## config.mk

```make
export PLATFORM = sky130hd
export DESIGN_NAME = eag_top
export DESIGN_NICKNAME = d
export VERILOG_FILES = /design/src/eag_pkg.sv /design/src/eag_top.sv
export SDC_FILE = /design/constraint.sdc
export NUM_CORES = 1
export LEC_CHECK = 0
export CAP_MARGIN = 20
export CORE_MARGIN = 2
export CORE_UTILIZATION = 60
export CTS_BUF_LIST = sky130_fd_sc_hd__clkbuf_8
export CTS_CLUSTER_SIZE = 24
export DETAILED_ROUTE_END_ITERATION = 7
export DONT_BUFFER_PORTS = 1
export PLACE_DENSITY_LB_ADDON = 0.15
export SETUP_SLACK_MARGIN = 0.05
export SYNTH_ARGS = -nofsm -noshare
export SYNTH_HDL_FRONTEND = slang
export SYNTH_SLANG_ARGS = --single-unit
```

## constraint.sdc

```tcl
create_clock -name clk_sys_in -period 5.1 [get_ports clk_sys_in]
set_input_delay 0.255 -clock clk_sys_in [delete_from_list [all_inputs] [get_ports clk_sys_in]]
set_output_delay 0.255 -clock clk_sys_in [all_outputs]
set_load 0.03 [all_outputs]
```

## src/eag_pkg.sv

```systemverilog
// constants and types for the effective address generator
// Operation
// - indexed indirect jump: operands plus first index
// - absolute indexed: operands plus index, data bank
// - indirect jump: pointer in bank zero, long loads bank
// - long indexed: 24-bit base plus first index
// - long absolute: bytes two to four direct
// - accumulator mode: no memory address generated
// - block move: dest bank/second index, source bank/first
// - block count holds bytes minus one
// - block move loads destination bank into data bank
// - per byte: step indexes, decrement count, pc+3
// - direct indexed indirect: pointer plus data bank
// - direct first index: bank zero sum
// - direct second index: bank zero sum
// - direct indirect indexed: data bank base plus index
// - direct indirect long indexed: long base plus index
// - direct indirect long: three bytes form address
// - direct indirect: pointer low, data bank high
// - direct: bank zero, extra cycle if low nonzero
// - immediate: one or two operand bytes
// - implied: no operand bytes fetched
// - plain absolute: operands low, data bank high
package eag_pkg;
    // ****************
    // modes
    // ****************
    typedef enum logic [4:0] {
        EAG_ABS = 5'h00, EAG_ABS_X = 5'h01, EAG_ABS_Y = 5'h02,
        EAG_ABS_IND_X = 5'h03, EAG_ABS_IND = 5'h04,
        EAG_ABS_IND_LONG = 5'h05, EAG_LONG = 5'h06, EAG_LONG_X = 5'h07,
        EAG_ACC = 5'h08, EAG_BLK_ASC = 5'h09, EAG_BLK_DESC = 5'h0a,
        EAG_DIR = 5'h0b, EAG_DIR_X = 5'h0c, EAG_DIR_Y = 5'h0d,
        EAG_DIR_IND_X = 5'h0e, EAG_DIR_IND = 5'h0f,
        EAG_DIR_IND_Y = 5'h10, EAG_DIR_IND_LONG = 5'h11,
        EAG_DIR_IND_LONG_Y = 5'h12, EAG_IMM_ACC = 5'h13,
        EAG_IMM_IDX = 5'h14, EAG_IMPLIED = 5'h15
    } eag_mode_t;
    // ****************
    // states
    // ****************
    typedef enum logic [2:0] {
        EAG_IDLE = 3'b000, EAG_PTR = 3'b001, EAG_DONE = 3'b011,
        EAG_EXTRA = 3'b010, EAG_BLOCK = 3'b110
    } eag_state_t;
    // ****************
    // carriers
    // ****************
    typedef struct packed {
        eag_mode_t mode;
        logic [7:0] op1;
        logic [7:0] op2;
        logic [7:0] op3;
    } eag_req_t;
    typedef struct packed {
        logic [15:0] idx_x;
        logic [15:0] idx_y;
        logic [15:0] direct_base;
        logic [15:0] accum;
        logic [7:0] data_bank_reg;
        logic [7:0] program_bank_reg;
        logic [15:0] program_counter;
        logic mem_narrow;
        logic idx_narrow;
    } eag_regs_t;
    typedef struct packed {
        logic [23:0] addr;
        logic use_accum;
        logic load_pc;
        logic load_pbr;
        logic [15:0] new_pc;
        logic [7:0] new_pbr;
        logic [15:0] operand;
        logic [1:0] opnd_bytes;
        logic extra_cycle;
    } eag_res_t;
    localparam logic [7:0] EAG_RST_BANK = 8'h00;
    localparam logic [15:0] EAG_RST_WORD = 16'h0000;
    localparam logic [15:0] EAG_PC_STEP = 16'h0003;
    localparam logic [1:0] EAG_PTR_LAST_SHORT = 2'h1;
    localparam logic [1:0] EAG_PTR_LAST_LONG = 2'h2;
endpackage : eag_pkg

```

## src/eag_top.sv

```systemverilog
// effective address generator for a 24-bit addressing core
`timescale 1ns/1ps
module eag_top (
    input wire logic clk_sys_in,
    input wire logic rst_n_in,
    input wire logic req_valid_in,
    input wire eag_pkg::eag_req_t req_in,
    input wire eag_pkg::eag_regs_t regs_in,
    input wire logic mem_valid_in,
    input wire logic [7:0] mem_data_in,
    output logic mem_rd_out,
    output logic [23:0] mem_addr_out,
    output logic done_out,
    output eag_pkg::eag_res_t res_out,
    output logic blk_step_out,
    output logic [15:0] blk_x_out,
    output logic [15:0] blk_y_out,
    output logic [15:0] blk_count_out,
    output logic [7:0] blk_dbr_out,
    output logic [15:0] blk_pc_out
);
    // ****************
    // helpers
    // ****************
    function automatic logic [15:0] dsum(input logic [15:0] d,
        input logic [7:0] off, input logic [15:0] ix);
        dsum = d + {8'h00, off} + ix;
    endfunction : dsum
    function automatic logic [23:0] bsum(input logic [23:0] b,
        input logic [15:0] ix);
        bsum = b + {8'h00, ix};
    endfunction : bsum

    eag_pkg::eag_state_t state_q;
    eag_pkg::eag_req_t req_q;
    eag_pkg::eag_regs_t regs_q;
    logic [23:0] ptr_q;
    logic [1:0] cnt_q;
    logic [1:0] last_q;
    logic [23:0] buf_q;
    logic [15:0] bx_q;
    logic [15:0] by_q;
    logic [15:0] bc_q;
    logic [15:0] wid;
    logic [15:0] ptr16;
    logic needs_ptr;
    logic is_long;

    // ****************
    // pointer location
    // ****************
    always_comb begin
        wid = {req_in.op2, req_in.op1};
        needs_ptr = 1'b1;
        is_long = 1'b0;
        ptr16 = dsum(regs_in.direct_base, req_in.op1, 16'h0000);
        case (req_in.mode)
            eag_pkg::EAG_ABS_IND_X:
                ptr16 = wid + regs_in.idx_x;
            eag_pkg::EAG_ABS_IND: ptr16 = wid;
            eag_pkg::EAG_ABS_IND_LONG: begin
                ptr16 = wid;
                is_long = 1'b1;
            end
            eag_pkg::EAG_DIR_IND_X:
                ptr16 = dsum(regs_in.direct_base, req_in.op1,
                    regs_in.idx_x);
            eag_pkg::EAG_DIR_IND, eag_pkg::EAG_DIR_IND_Y: ;
            eag_pkg::EAG_DIR_IND_LONG, eag_pkg::EAG_DIR_IND_LONG_Y:
                is_long = 1'b1;
            default: needs_ptr = 1'b0;
        endcase
    end

    // ****************
    // sequencer
    // ****************
    always_ff @(posedge clk_sys_in) begin
        if (!rst_n_in) begin
            state_q <= eag_pkg::EAG_IDLE;
            req_q <= '0;
            regs_q <= '0;
            ptr_q <= '0;
            cnt_q <= '0;
            last_q <= '0;
            buf_q <= '0;
        end else begin
            case (state_q)
                eag_pkg::EAG_IDLE: begin
                    if (req_valid_in) begin
                        req_q <= req_in;
                        regs_q <= regs_in;
                        ptr_q <= {eag_pkg::EAG_RST_BANK, ptr16};
                        cnt_q <= '0;
                        buf_q <= '0;
                        last_q <= is_long ? eag_pkg::EAG_PTR_LAST_LONG
                            : eag_pkg::EAG_PTR_LAST_SHORT;
                        if (needs_ptr)
                            state_q <= eag_pkg::EAG_PTR;
                        else if (req_in.mode == eag_pkg::EAG_BLK_ASC ||
                            req_in.mode == eag_pkg::EAG_BLK_DESC)
                            state_q <= eag_pkg::EAG_BLOCK;
                        else if (req_in.mode == eag_pkg::EAG_DIR ||
                            req_in.mode == eag_pkg::EAG_DIR_X ||
                            req_in.mode == eag_pkg::EAG_DIR_Y)
                            state_q <= (regs_in.direct_base[7:0] != 8'h00)
                                ? eag_pkg::EAG_EXTRA
                                : eag_pkg::EAG_DONE;
                        else
                            state_q <= eag_pkg::EAG_DONE;
                    end
                end
                eag_pkg::EAG_PTR: begin
                    if (mem_valid_in) begin
                        case (cnt_q)
                            2'd0: buf_q[7:0] <= mem_data_in;
                            2'd1: buf_q[15:8] <= mem_data_in;
                            default: buf_q[23:16] <= mem_data_in;
                        endcase
                        ptr_q <= {ptr_q[23:16], ptr_q[15:0] + 16'h0001};
                        cnt_q <= cnt_q + 2'd1;
                        if (cnt_q == last_q)
                            state_q <= eag_pkg::EAG_DONE;
                    end
                end
                eag_pkg::EAG_EXTRA: state_q <= eag_pkg::EAG_DONE;
                eag_pkg::EAG_BLOCK:
                    if (bc_q == 16'h0000)
                        state_q <= eag_pkg::EAG_IDLE;
                default: state_q <= eag_pkg::EAG_IDLE;
            endcase
        end
    end

    // ****************
    // block move
    // ****************
    always_ff @(posedge clk_sys_in) begin
        if (!rst_n_in) begin
            bx_q <= eag_pkg::EAG_RST_WORD;
            by_q <= eag_pkg::EAG_RST_WORD;
            bc_q <= eag_pkg::EAG_RST_WORD;
            blk_step_out <= 1'b0;
            blk_dbr_out <= eag_pkg::EAG_RST_BANK;
            blk_pc_out <= eag_pkg::EAG_RST_WORD;
        end else if (state_q == eag_pkg::EAG_IDLE && req_valid_in &&
            (req_in.mode == eag_pkg::EAG_BLK_ASC ||
            req_in.mode == eag_pkg::EAG_BLK_DESC)) begin
            bx_q <= regs_in.idx_x;
            by_q <= regs_in.idx_y;
            bc_q <= regs_in.accum;
            blk_dbr_out <= req_in.op1;
            blk_pc_out <= regs_in.program_counter;
            blk_step_out <= 1'b0;
        end else if (state_q == eag_pkg::EAG_BLOCK) begin
            blk_step_out <= 1'b1;
            if (req_q.mode == eag_pkg::EAG_BLK_ASC) begin
                bx_q <= bx_q + 16'h0001;
                by_q <= by_q + 16'h0001;
            end else begin
                bx_q <= bx_q - 16'h0001;
                by_q <= by_q - 16'h0001;
            end
            bc_q <= bc_q - 16'h0001;
            blk_pc_out <= blk_pc_out + eag_pkg::EAG_PC_STEP;
        end else begin
            blk_step_out <= 1'b0;
        end
    end

    // ****************
    // result
    // ****************
    always_ff @(posedge clk_sys_in) begin
        if (!rst_n_in) begin
            done_out <= 1'b0;
            res_out <= '0;
            mem_rd_out <= 1'b0;
            mem_addr_out <= '0;
            blk_x_out <= eag_pkg::EAG_RST_WORD;
            blk_y_out <= eag_pkg::EAG_RST_WORD;
            blk_count_out <= eag_pkg::EAG_RST_WORD;
        end else begin
            done_out <= 1'b0;
            blk_x_out <= bx_q;
            blk_y_out <= by_q;
            blk_count_out <= bc_q;
            mem_rd_out <= 1'b0;
            mem_addr_out <= '0;
            if (state_q == eag_pkg::EAG_PTR && !(mem_valid_in &&
                cnt_q == last_q)) begin
                mem_rd_out <= 1'b1;
                mem_addr_out <= mem_valid_in ?
                    {ptr_q[23:16], ptr_q[15:0] + 16'h0001} : ptr_q;
            end else if (state_q == eag_pkg::EAG_BLOCK) begin
                mem_rd_out <= 1'b1;
                mem_addr_out <= {req_q.op2, bx_q};
            end
            if (state_q == eag_pkg::EAG_BLOCK) begin
                res_out <= '0;
                res_out.addr <= {req_q.op1, by_q};
            end
            if (state_q == eag_pkg::EAG_DONE) begin
                done_out <= 1'b1;
                res_out <= '0;
                case (req_q.mode)
                    eag_pkg::EAG_ABS:
                        res_out.addr <= {regs_q.data_bank_reg,
                            req_q.op2, req_q.op1};
                    eag_pkg::EAG_ABS_X:
                        res_out.addr <= {regs_q.data_bank_reg,
                            {req_q.op2, req_q.op1} + regs_q.idx_x};
                    eag_pkg::EAG_ABS_Y:
                        res_out.addr <= {regs_q.data_bank_reg,
                            {req_q.op2, req_q.op1} + regs_q.idx_y};
                    eag_pkg::EAG_ABS_IND_X, eag_pkg::EAG_ABS_IND: begin
                        res_out.load_pc <= 1'b1;
                        res_out.new_pc <= buf_q[15:0];
                        res_out.new_pbr <= regs_q.program_bank_reg;
                        res_out.addr <= {regs_q.program_bank_reg,
                            buf_q[15:0]};
                    end
                    eag_pkg::EAG_ABS_IND_LONG: begin
                        res_out.load_pc <= 1'b1;
                        res_out.load_pbr <= 1'b1;
                        res_out.new_pc <= buf_q[15:0];
                        res_out.new_pbr <= buf_q[23:16];
                        res_out.addr <= buf_q;
                    end
                    eag_pkg::EAG_LONG:
                        res_out.addr <= {req_q.op3, req_q.op2,
                            req_q.op1};
                    eag_pkg::EAG_LONG_X:
                        res_out.addr <= bsum({req_q.op3, req_q.op2,
                            req_q.op1}, regs_q.idx_x);
                    eag_pkg::EAG_ACC: begin
                        res_out.use_accum <= 1'b1;
                        res_out.operand <= regs_q.accum;
                    end
                    eag_pkg::EAG_DIR: begin
                        res_out.addr <= {eag_pkg::EAG_RST_BANK,
                            dsum(regs_q.direct_base, req_q.op1,
                            16'h0000)};
                        res_out.extra_cycle <=
                            regs_q.direct_base[7:0] != 8'h00;
                    end
                    eag_pkg::EAG_DIR_X: begin
                        res_out.addr <= {eag_pkg::EAG_RST_BANK,
                            dsum(regs_q.direct_base, req_q.op1,
                            regs_q.idx_x)};
                        res_out.extra_cycle <=
                            regs_q.direct_base[7:0] != 8'h00;
                    end
                    eag_pkg::EAG_DIR_Y: begin
                        res_out.addr <= {eag_pkg::EAG_RST_BANK,
                            dsum(regs_q.direct_base, req_q.op1,
                            regs_q.idx_y)};
                        res_out.extra_cycle <=
                            regs_q.direct_base[7:0] != 8'h00;
                    end
                    eag_pkg::EAG_DIR_IND_X, eag_pkg::EAG_DIR_IND:
                        res_out.addr <= {regs_q.data_bank_reg,
                            buf_q[15:0]};
                    eag_pkg::EAG_DIR_IND_Y:
                        res_out.addr <= bsum({regs_q.data_bank_reg,
                            buf_q[15:0]}, regs_q.idx_y);
                    eag_pkg::EAG_DIR_IND_LONG:
                        res_out.addr <= buf_q;
                    eag_pkg::EAG_DIR_IND_LONG_Y:
                        res_out.addr <= bsum(buf_q, regs_q.idx_y);
                    eag_pkg::EAG_IMM_ACC: begin
                        res_out.opnd_bytes <= regs_q.mem_narrow ?
                            2'd1 : 2'd2;
                        res_out.operand <= regs_q.mem_narrow ?
                            {8'h00, req_q.op1} :
                            {req_q.op2, req_q.op1};
                    end
                    eag_pkg::EAG_IMM_IDX: begin
                        res_out.opnd_bytes <= regs_q.idx_narrow ?
                            2'd1 : 2'd2;
                        res_out.operand <= regs_q.idx_narrow ?
                            {8'h00, req_q.op1} :
                            {req_q.op2, req_q.op1};
                    end
                    default: res_out.opnd_bytes <= 2'd0;
                endcase
            end
        end
    end
    // ****************
    // checks
    // ****************
    a_long_addr: assert property (@(posedge clk_sys_in) disable iff
        (!rst_n_in) (state_q == eag_pkg::EAG_DONE &&
        req_q.mode == eag_pkg::EAG_LONG) |=> (done_out &&
        res_out.addr == $past({req_q.op3, req_q.op2, req_q.op1})))
        else $error("long address wrong");
    a_dir_extra: assert property (@(posedge clk_sys_in) disable iff
        (!rst_n_in) (state_q == eag_pkg::EAG_IDLE && req_valid_in &&
        req_in.mode == eag_pkg::EAG_DIR &&
        regs_in.direct_base[7:0] != 8'h00) |=> ##1 !done_out ##1 done_out)
        else $error("direct extra cycle missing");
    a_blk_count: assert property (@(posedge clk_sys_in) disable iff
        (!rst_n_in) (state_q == eag_pkg::EAG_BLOCK) |=>
        (bc_q == $past(bc_q) - 16'h0001))
        else $error("block count not decremented");
    a_blk_pc: assert property (@(posedge clk_sys_in) disable iff
        (!rst_n_in) (state_q == eag_pkg::EAG_BLOCK) |=>
        (blk_pc_out == $past(blk_pc_out) + 16'h0003))
        else $error("block pc step wrong");
    a_blk_bank: assert property (@(posedge clk_sys_in) disable iff
        (!rst_n_in) (state_q == eag_pkg::EAG_IDLE && req_valid_in &&
        req_in.mode inside {eag_pkg::EAG_BLK_ASC, eag_pkg::EAG_BLK_DESC})
        |=> blk_dbr_out == $past(req_in.op1))
        else $error("block bank not loaded");
    a_acc_noaddr: assert property (@(posedge clk_sys_in) disable iff
        (!rst_n_in) (state_q == eag_pkg::EAG_DONE &&
        req_q.mode == eag_pkg::EAG_ACC) |=> (res_out.use_accum &&
        res_out.addr == 24'h000000 && !mem_rd_out))
        else $error("accumulator mode made address");
    a_imp_nobytes: assert property (@(posedge clk_sys_in) disable iff
        (!rst_n_in) (state_q == eag_pkg::EAG_DONE &&
        req_q.mode == eag_pkg::EAG_IMPLIED) |=> (res_out.opnd_bytes == 2'd0))
        else $error("implied fetched operand");
    a_imm_width: assert property (@(posedge clk_sys_in) disable iff
        (!rst_n_in) (state_q == eag_pkg::EAG_DONE &&
        req_q.mode == eag_pkg::EAG_IMM_ACC) |=>
        (res_out.opnd_bytes == ($past(regs_q.mem_narrow) ? 2'd1 : 2'd2)))
        else $error("immediate width wrong");
    a_dirx_bank: assert property (@(posedge clk_sys_in) disable iff
        (!rst_n_in) (state_q == eag_pkg::EAG_DONE &&
        (req_q.mode == eag_pkg::EAG_DIR_X ||
        req_q.mode == eag_pkg::EAG_DIR_Y)) |=>
        (res_out.addr[23:16] == 8'h00))
        else $error("direct indexed left bank zero");
    a_ptr_bank0: assert property (@(posedge clk_sys_in) disable iff
        (!rst_n_in) mem_rd_out && state_q == eag_pkg::EAG_PTR |->
        mem_addr_out[23:16] == 8'h00)
        else $error("pointer outside bank zero");
    a_jmp_bank: assert property (@(posedge clk_sys_in) disable iff
        (!rst_n_in) (state_q == eag_pkg::EAG_DONE &&
        req_q.mode == eag_pkg::EAG_ABS_IND_X) |=> (!res_out.load_pbr &&
        res_out.new_pbr == regs_q.program_bank_reg))
        else $error("jump changed program bank");
endmodule : eag_top

```

* Word level (Yosys, flattened, before mapping)
Index checks and enable logic that the tools add are counted.
Storage, ports and cells: bits of input ports 139, register bits 383, memory bits (read-only) 0, bits in latches 0, memories kept 0, output and inout port bits 169, logic and storage cells 193, RAM bits 0
Cells by class: reduce and logical (&&, ||, !) cells 34, equality and inequality tests 45, magnitude comparators 0, mux-type cells 54, shift operators 0, bitwise operators 1, add/sub/neg operators 19, multiply operators 0, divide/modulo/power cells 0
Operator list (count):
- $pmux W24 S13 | 1
- $mux W16 | 13
- $pmux W24 S2 | 3
- $mux W70 | 2
- $mux W24 | 5
- $add A16 B16 Y16 | 6
- $pmux W16 S3 | 2
- $add A24 B16 Y24 | 3
- $eq A5 B4 Y1 const B | 14
- $add A16 B1 Y16 const B | 3
- $sub A16 B1 Y16 const B | 3
- $eq A5 B5 Y1 const B | 8
- $add A16 B8 Y16 | 2
- $eq A5 B3 Y1 const B | 6
- $mux W8 | 3
- $mux W3 | 6
- $add A16 B2 Y16 const B | 1
- $logic_not A16 Y1 | 1
- $reduce_and A4 Y1 | 4
- $reduce_bool A8 Y1 | 2
- $eq A5 B2 Y1 const B | 3
- $pmux W3 S4 | 1
- $reduce_or A2 Y1 | 6
- $mux W1 | 11
- other kinds (23) | 44

* Logic depth before layout (Yosys ltp)
Gate-level depths: netlist (run 1).
depth in word-level cells 8, depth in mapped cells 21, mapped depth without buffers 21

* Worst setup path before layout (run 1)
No wires, ideal clock.
path kind register to register, start point register req_q[27] (netlist name), end point register by_q[10], period minus slack after synthesis 4059 ps, required time 4985 ps, setup slack 1041 ps, buffers on the path 2, arrival time 3945 ps, setup time 115 ps, cell stages (with the launch flop) 14, cell sequence dfxtp_1 > clkbuf_1 > buf_2 > nand3_1 > fa_1 > a21o_1 > a21oi_1 > o21bai_1 > a211o_1 > a31oi_1 > o21bai_1 > a21oi_1 > xor2_1 > a2111oi_0
Between the ends: cells in the longest elaborated chain, start to end 4
Ends and longest elaborated chain:
- start: declaration | line eag_top.sv:35 | eag_pkg::eag_req_t req_q;
- start signal: assignment | line eag_top.sv:91 | req_q <= req_in;
- $eq A5 B4 Y1 | line eag_top.sv:157 | if (req_q.mode == eag_pkg::EAG_BLK_ASC) begin
- $mux W16 | line eag_top.sv:157
- $mux W16 | line eag_top.sv:155 | end else if (state_q == eag_pkg::EAG_BLOCK) begin
- $mux W16 | line eag_top.sv:146 | end else if (state_q == eag_pkg::EAG_IDLE && req_valid_in &&
- end signal: assignment | line eag_top.sv:150 | by_q <= regs_in.idx_y;
- end signal: assignment | line eag_top.sv:159 | by_q <= by_q + 16'h0001;
- end signal: assignment | line eag_top.sv:162 | by_q <= by_q - 16'h0001;
- end: declaration | line eag_top.sv:42 | logic [15:0] by_q;
Every way passes these cells. The select of a mux whose other input is x is not followed. A chain may end at the register's enable or synchronous reset.

* Final worst setup path (run 1)
start point register req_q[24] (netlist name), end point register by_q[15]
Same word-level chain as after synthesis.

==> results_dict.tcl, run 1 <==
set metrics [dict create \
    cp-end-kind "register" \
    ant_nets 0 \
    die-height_um 196 \
    grt_pass1_wl_um 123000 \
    grtUsageTotal 0.414 \
    wire_per_inst_um 24.0 \
    grt_max_degree 121 \
    tightest_slew_ns 1.10 \
    hp-class "in -> reg" \
    core_sq_um 36400 \
    max-slew-margin-rel 0.262 \
    syn_nets 3090 \
    rows 70 \
    vias 22500 \
    power_leakage_nw 10.3 \
    drive_above_1_share 0.0667 \
    timing.final.crit_share 0.861 \
    hpwl_um 58500 \
    peakVddDrop_uv 282 \
    fmax_ghz 0.228 \
    io_pins 308 \
    synth_top_area_frac 0.340 \
    via_per_inst 6.56 \
    finalHoldViolCount 0 \
    synth-main-ff-cell "dfxtp_1" \
    clock-root-buffer "clkbuf_8" \
    yosys-top-cells-area "dfxtp_1 34%, nand2_1 7.9%, ha_1 7.4%" \
    cts.sinks 375 \
    slew_viol_final 0 \
    grt_pass1_vias 21200 \
    ys_seq_area_frac 0.340 \
    crit_required_ns 5.64 \
    globalRouteOverflowTotal 0 \
    path_clk_slew_ns 0.07 \
    yosys.area.top_type "dfxtp_1" \
    outcome "finished clean" \
    cts_tree "built" \
    cts_made_buffers 61 \
    gp_congestion 0.976 \
    setup_violations 0 \
    synth-seq-cells 375 \
    crit_type "reg -> reg" \
    crit_arrival_ns 4.93 \
    cts_buffer_depth 3 \
    post-cts-setup-buffers 0 \
    synthToLayoutAreaGrowth_pct 14.8 \
    synth_warnings 0 \
    first_iter_violations 2261 \
    drcViolationCount 0 \
    power.density_nw_per_um2 343 \
    antenna_found_initial 4 \
    synth_edf_count 0 \
    cp_max_fo 32 \
    fin_nets 3180 \
    initial_utilization 0.606 \
    clk_latency_ns 0.70 \
    ys_types 83 \
    die_w_um 196 \
    fin_skew_ns 0.0354 \
    synth_area_sq_um 22100 \
    setup.worst_path.start_class "register" \
    synthArstFlopShare 0 \
    post-place-cells 3167 \
    grt_setup_unrepaired "no" \
    stdcell_count 3427 \
    routed_wl_um 82300 \
    die-area_sq_um 38400 \
    tns_ns 0 \
    cap_violations 0 \
    dr.pass1.iters 6 \
    syn_inst 2812 \
    period_minus_slack_ns 4.39 \
    cts_max_level 2 \
    avgSynthCellArea_sq_um 7.86 \
    port_buffers 0 \
]
-- kinds of logic (layout without fill, tap and decap cells) --
logic type | after synthesis | after routing | share of synthesized area
AND/OR/NAND/NOR | 1026 | 1026 | 0.208
AO/OA/AOI/OAI | 860 | 860 | 0.248
flip-flops | 375 | 375 | 0.340
buffers and inverters | 207 | 347 | 0.0362
XOR/XNOR | 151 | 151 | 0.0605
adder cells (fa/ha/maj) | 139 | 139 | 0.0818
multiplexers | 54 | 54 | 0.0252
other | 0 | 7 | 0
-- cells in the mapped netlist, drive strengths merged, types with 15 or more instances --
library cell / number
a21oi: 311
o221ai: 17
nand3: 43
o21ai: 160
dfxtp: 375
nor2b: 18
xor2: 57
nand2b: 29
buf: 27
nor3: 51
and2: 56
ha: 130
a221oi: 45
a31oi: 29
nand2: 469
a22oi: 59
a22o: 18
xnor2: 93
a211oi: 44
a21o: 41
o211ai: 17
and3: 40
mux2i: 41
nor2: 248
clkbuf: 125
o21a: 15
inv: 55
-- placed cells by master (no fill, tap or decap), types with 8 or more instances in the layout --
master         Yosys  routed
nand2_1          468     466
dfxtp_1          375     375
a21oi_1          308     307
nor2_1           248     246
dlygate4sd3_1      0     136
ha_1             130     130
o21ai_0          122     122
xnor2_1           93      93
clkbuf_8           0      82
inv_1             55      65
a22oi_1           59      59
xor2_1            57      57
and2_1            56      55
nor3_1            50      47
a221oi_1          45      45
a211oi_1          44      44
nand3_1           43      43
a21o_1            41      41
mux2i_1           41      41
and3_1            40      39
o21ai_1           38      38
buf_4              0      38
nand2b_1          29      29
a31oi_1           29      28
a22o_1            18      18
nor2b_1           17      17
o221ai_1          17      17
o211ai_1          17      17
o21a_1            15      15
mux2_2            13      13
o21bai_1          13      13
a221o_1           13      13
or3_1             12      12
o31ai_1           12      12
nand4_1           11      11
fa_1               9       9
clkinv_2           0       9
o22ai_1            9       8
-- metal layers --
metal	vias to the layer above	part of all wire	track usage
met5	-	0.00016	0
li1	10300	-	-
met3	313	0.097	0.0884
met1	10600	0.39	0.516
met4	2	0.068	0.259
met2	1279	0.45	0.654
-- stage by stage --
stage	hold slack, ns	area [sq um]	utilization	total power [mW]	setup slack, ns
4_1_cts	0.00132	25300	0.695	8.63	0.879
5_1_grt	0.0284	25400	0.696	9.02	0.530
3_3_place_gp	0.393	22500	0.617	5.44	0.888
6_report	0.0317	25400	0.696	8.71	0.709
2_1_floorplan	0.391	22100	-	4.89	1.04
3_5_place_dp	0.397	22500	0.617	5.48	0.811
-- cell type report --
type / count / area, sq um
well taps: 468 / 586
fillers: 2995 / 11100
clock buffers: 82 / 1130
multi-input cells: 2230 / 13900
flip-flops and latches: 375 / 7510
clock inverters: 31 / 320
diodes: 7 / 17.5
repair buffers: 179 / 1720
inverters: 55 / 211
-- report_power, final --
| part | internal (mW) | total, mW | leakage, nW | switching (mW) |
|---|---|---|---|---|
| clock | 1.75 | 3.06 | 0.794 | 1.31 |
| combinational | 0.802 | 2.13 | 6.47 | 1.33 |
| sequential | 3.13 | 3.51 | 3.04 | 0.380 |
| total | 5.69 | 8.71 | 10.3 | 3.02 |
-- critical path, stage by stage, from the launching register on --
cell and delay (ns):
dfxtp_1 0.75, nor2b_1 0.28, nand3_1 0.10, buf_4 0.30
ha_1 0.41, a2111oi_0 0.46, o21ai_1 0.22, a311oi_2 0.41
o21bai_1 0.18, a211o_1 0.31, o31ai_1 0.49, xnor2_1 0.20
o22ai_1 0.10
-- path summary, 6_finish.rpt --
check / cells past startpoint / from / end / slack (ns)
worst min-delay path: 4 / mem_valid_in / ptr_q[3]$_SDFFE_PN0P_ / 0.03
worst max-delay path: 12 / req_q[24]$_SDFFE_PN0P_ / by_q[15]$_SDFFE_PN0P_ / 0.71
worst max register to register: 12 / req_q[24]$_SDFFE_PN0P_ / by_q[15]$_SDFFE_PN0P_ / 0.71
worst min register to register: 2 / regs_q[36]$_SDFFE_PN0P_ / regs_q[36]$_SDFFE_PN0P_ / 0.46
-- state kept, by name, indices dropped and copies added, names as in the netlist, 24 cells and up --
| register | flops |
|---|---|
| buf_q | 24 |
| mem_addr_out | 24 |
| regs_q | 82 |
| req_q | 29 |
| res_out | 70 |
-- repair_timing --
action                    in CTS  in global routing
hold endpoints to repair     305                  0
gates resized for setup        0                  0
hold buffers                 137                  0
Power figures use the tool's default switching activity.
==> run 2, diff against run 1 <==
RECOVER_POWER = 25   (was default)
==> results_dict.tcl, run 2 (same netlist as run 1, synthesis figures left out) <==
set metrics [dict create \
    outcome "finished clean" \
    grt_max_degree 121 \
    die-height_um 196 \
    cts_tree "built" \
    power.share.combinational 0.245 \
    cts_max_level 2 \
    grt_pass1_wl_um 123000 \
    startpoint "req_q[24]$_SDFFE_PN0P_" \
    clock-root-buffer "clkbuf_8" \
    slew_viol_final 0 \
    crit_arrival_ns 5.02 \
    routed_wl_um 82300 \
    clk_latency_ns 0.70 \
    rows 70 \
    finalHoldViolCount 0 \
    crit_chain "nor2b_1 > nand3_1 > buf_4 > ha_1 > a2111oi_0 > o21ai_1 > a311oi_2 > o21bai_1 > a211o_1 > o31ai_1 > xnor2_1 > o22ai_1" \
    tns_ns 0 \
    port_buffers 0 \
    grt_pass1_vias 21200 \
    dr.pass1.iters 6 \
    hp-class "in -> reg" \
    p_int_mw 5.69 \
    power.density_nw_per_um2 343 \
    fin_skew_ns 0.0378 \
    min_path_cells 4 \
    path_clk_slew_ns 0.07 \
    largest-register "regs_q" \
    fin_nets 3180 \
    cts_buffer_depth 3 \
    wire_per_inst_um 24.0 \
    ant_nets 0 \
    crit_type "reg -> reg" \
    grtUsageTotal 0.414 \
    cp_slowest_cell "dfxtp_1" \
    power_mw 8.71 \
    synthToLayoutAreaGrowth_pct 14.8 \
    timing.final.crit_share 0.878 \
    largest_register_ffs 82 \
    vias 22400 \
    antenna_found_initial 4 \
    max-slew-margin-rel 0.288 \
    via_per_inst 6.54 \
    reg2regPathDepth 12 \
    cap_violations 0 \
    globalRouteOverflowTotal 0 \
    worstReg2RegEnd "by_q[15]$_SDFFE_PN0P_" \
    cts.sinks 375 \
    fmax_ghz 0.223 \
    r2r_slack_ns 0.62 \
    r2r_start "req_q[24]$_SDFFE_PN0P_" \
    cp_max_fo 32 \
    initial_utilization 0.606 \
    nFillCells 2996 \
    crit_required_ns 5.64 \
    peakVddDrop_uv 282 \
    core_sq_um 36400 \
    worstHoldStart "mem_valid_in" \
    cp-end-kind "register" \
    die_w_um 196 \
    die-area_sq_um 38400 \
    min_to "ptr_q[3]$_SDFFE_PN0P_" \
    worst_hold_slack_ns 0.0214 \
    gp_congestion 0.976 \
    first_iter_violations 2143 \
    drive_above_1_share 0.0667 \
    reg_top3 "regs_q (82), res_out (70), req_q (29)" \
    setup_violations 0 \
    post-cts-setup-buffers 0 \
    hpwl_um 58500 \
    io_pins 308 \
    cts_hold_buffers 137 \
    power_leakage_nw 10.3 \
    final_cell_mix "466 x nand2_1, 375 x dfxtp_1, 307 x a21oi_1" \
    setup.worst_path.start_class "register" \
    seqPwrFrac 0.403 \
    drcViolationCount 0 \
    slowest_delay_ns 0.75 \
    p_sw_frac 0.347 \
    grt_setup_unrepaired "no" \
    cts_made_buffers 61 \
    tightest_slew_ns 1.06 \
    cts_resized 0 \
    p_sw_mw 3.03 \
    period_minus_slack_ns 4.48 \
    clockPowerShare 0.352 \
    layout_commonest_cell "nand2_1" \
]
[run 2: changes by cell type in the layout (fill, tap and decap cells not counted)]
cell / before / now
diode_2: 7 / 6
and2_0: 0 / 20
and2_1: 55 / 35
[run 2: worst max path at each step]
| stage | endpoint | slack, ns | depth (start not counted) |
|---|---|---|---|
| 2_1_floorplan | by_q[10]$_SDFFE_PN0P_ | 1.04 | 13 |
| 3_3_place_gp | ptr_q[13]$_SDFFE_PN0P_ | 0.89 | 19 |
| 4_1_cts | res_out[61]$_SDFFE_PN0P_ | 0.88 | 18 |
| 3_5_place_dp | ptr_q[13]$_SDFFE_PN0P_ | 0.81 | 19 |
| 6_report | by_q[15]$_SDFFE_PN0P_ | 0.62 | 12 |
| 5_1_grt | by_q[15]$_SDFFE_PN0P_ | 0.53 | 12 |
[run 2: critical path, delay by kind of cell, from the launching register on]
kind	cells	cell delay [ns]
and+or+nand+nor	2	0.38
adders and majority gates	1	0.41
xor gates and xnor gates	1	0.20
AOI/OAI and AO/OA	7	2.26
DFF	1	0.75
buffers and inverters	1	0.30
[run 2: area by class of cell]
class | instances | area (sq um) | area share
diodes | 6 | 15.0 | 0.000592
well taps | 468 | 586 | 0.0231
flip-flops and latches | 375 | 7510 | 0.296
multi-input cells | 2230 | 13900 | 0.547
clock inverters | 31 | 320 | 0.0126
repair buffers | 179 | 1720 | 0.0677
inverters | 55 | 211 | 0.00834
clock buffers | 82 | 1130 | 0.0445
[run 2: per-layer routing]
metal,track usage,vias to the layer above,wire length [um]
met5,0,-,13
met4,0.259,2,5630
li1,-,10300,-
met3,0.0884,320,7950
met2,0.654,1268,36700
met1,0.516,10600,32000
[run 2: power by group through the flow]
stage	Clock [mW]	Sequential (mW)	Combinational [mW]
floorplan	0	3.42	1.47
global placement	0	3.55	1.89
detailed placement	0	3.56	1.92
CTS	3.07	3.50	2.06
global route	3.19	3.53	2.30
finish	3.07	3.51	2.13
[run 2: per-stage QoR]
stage	instance area, sq um	cells	utilization	setup WS [ns]
floorplan	22100	2812	-	1.04
global placement	22500	3167	0.617	0.888
detailed placement	22500	3167	0.617	0.811
CTS	25300	3417	0.695	0.879
global route	25400	3424	0.696	0.530
finish	25400	3426	0.696	0.624
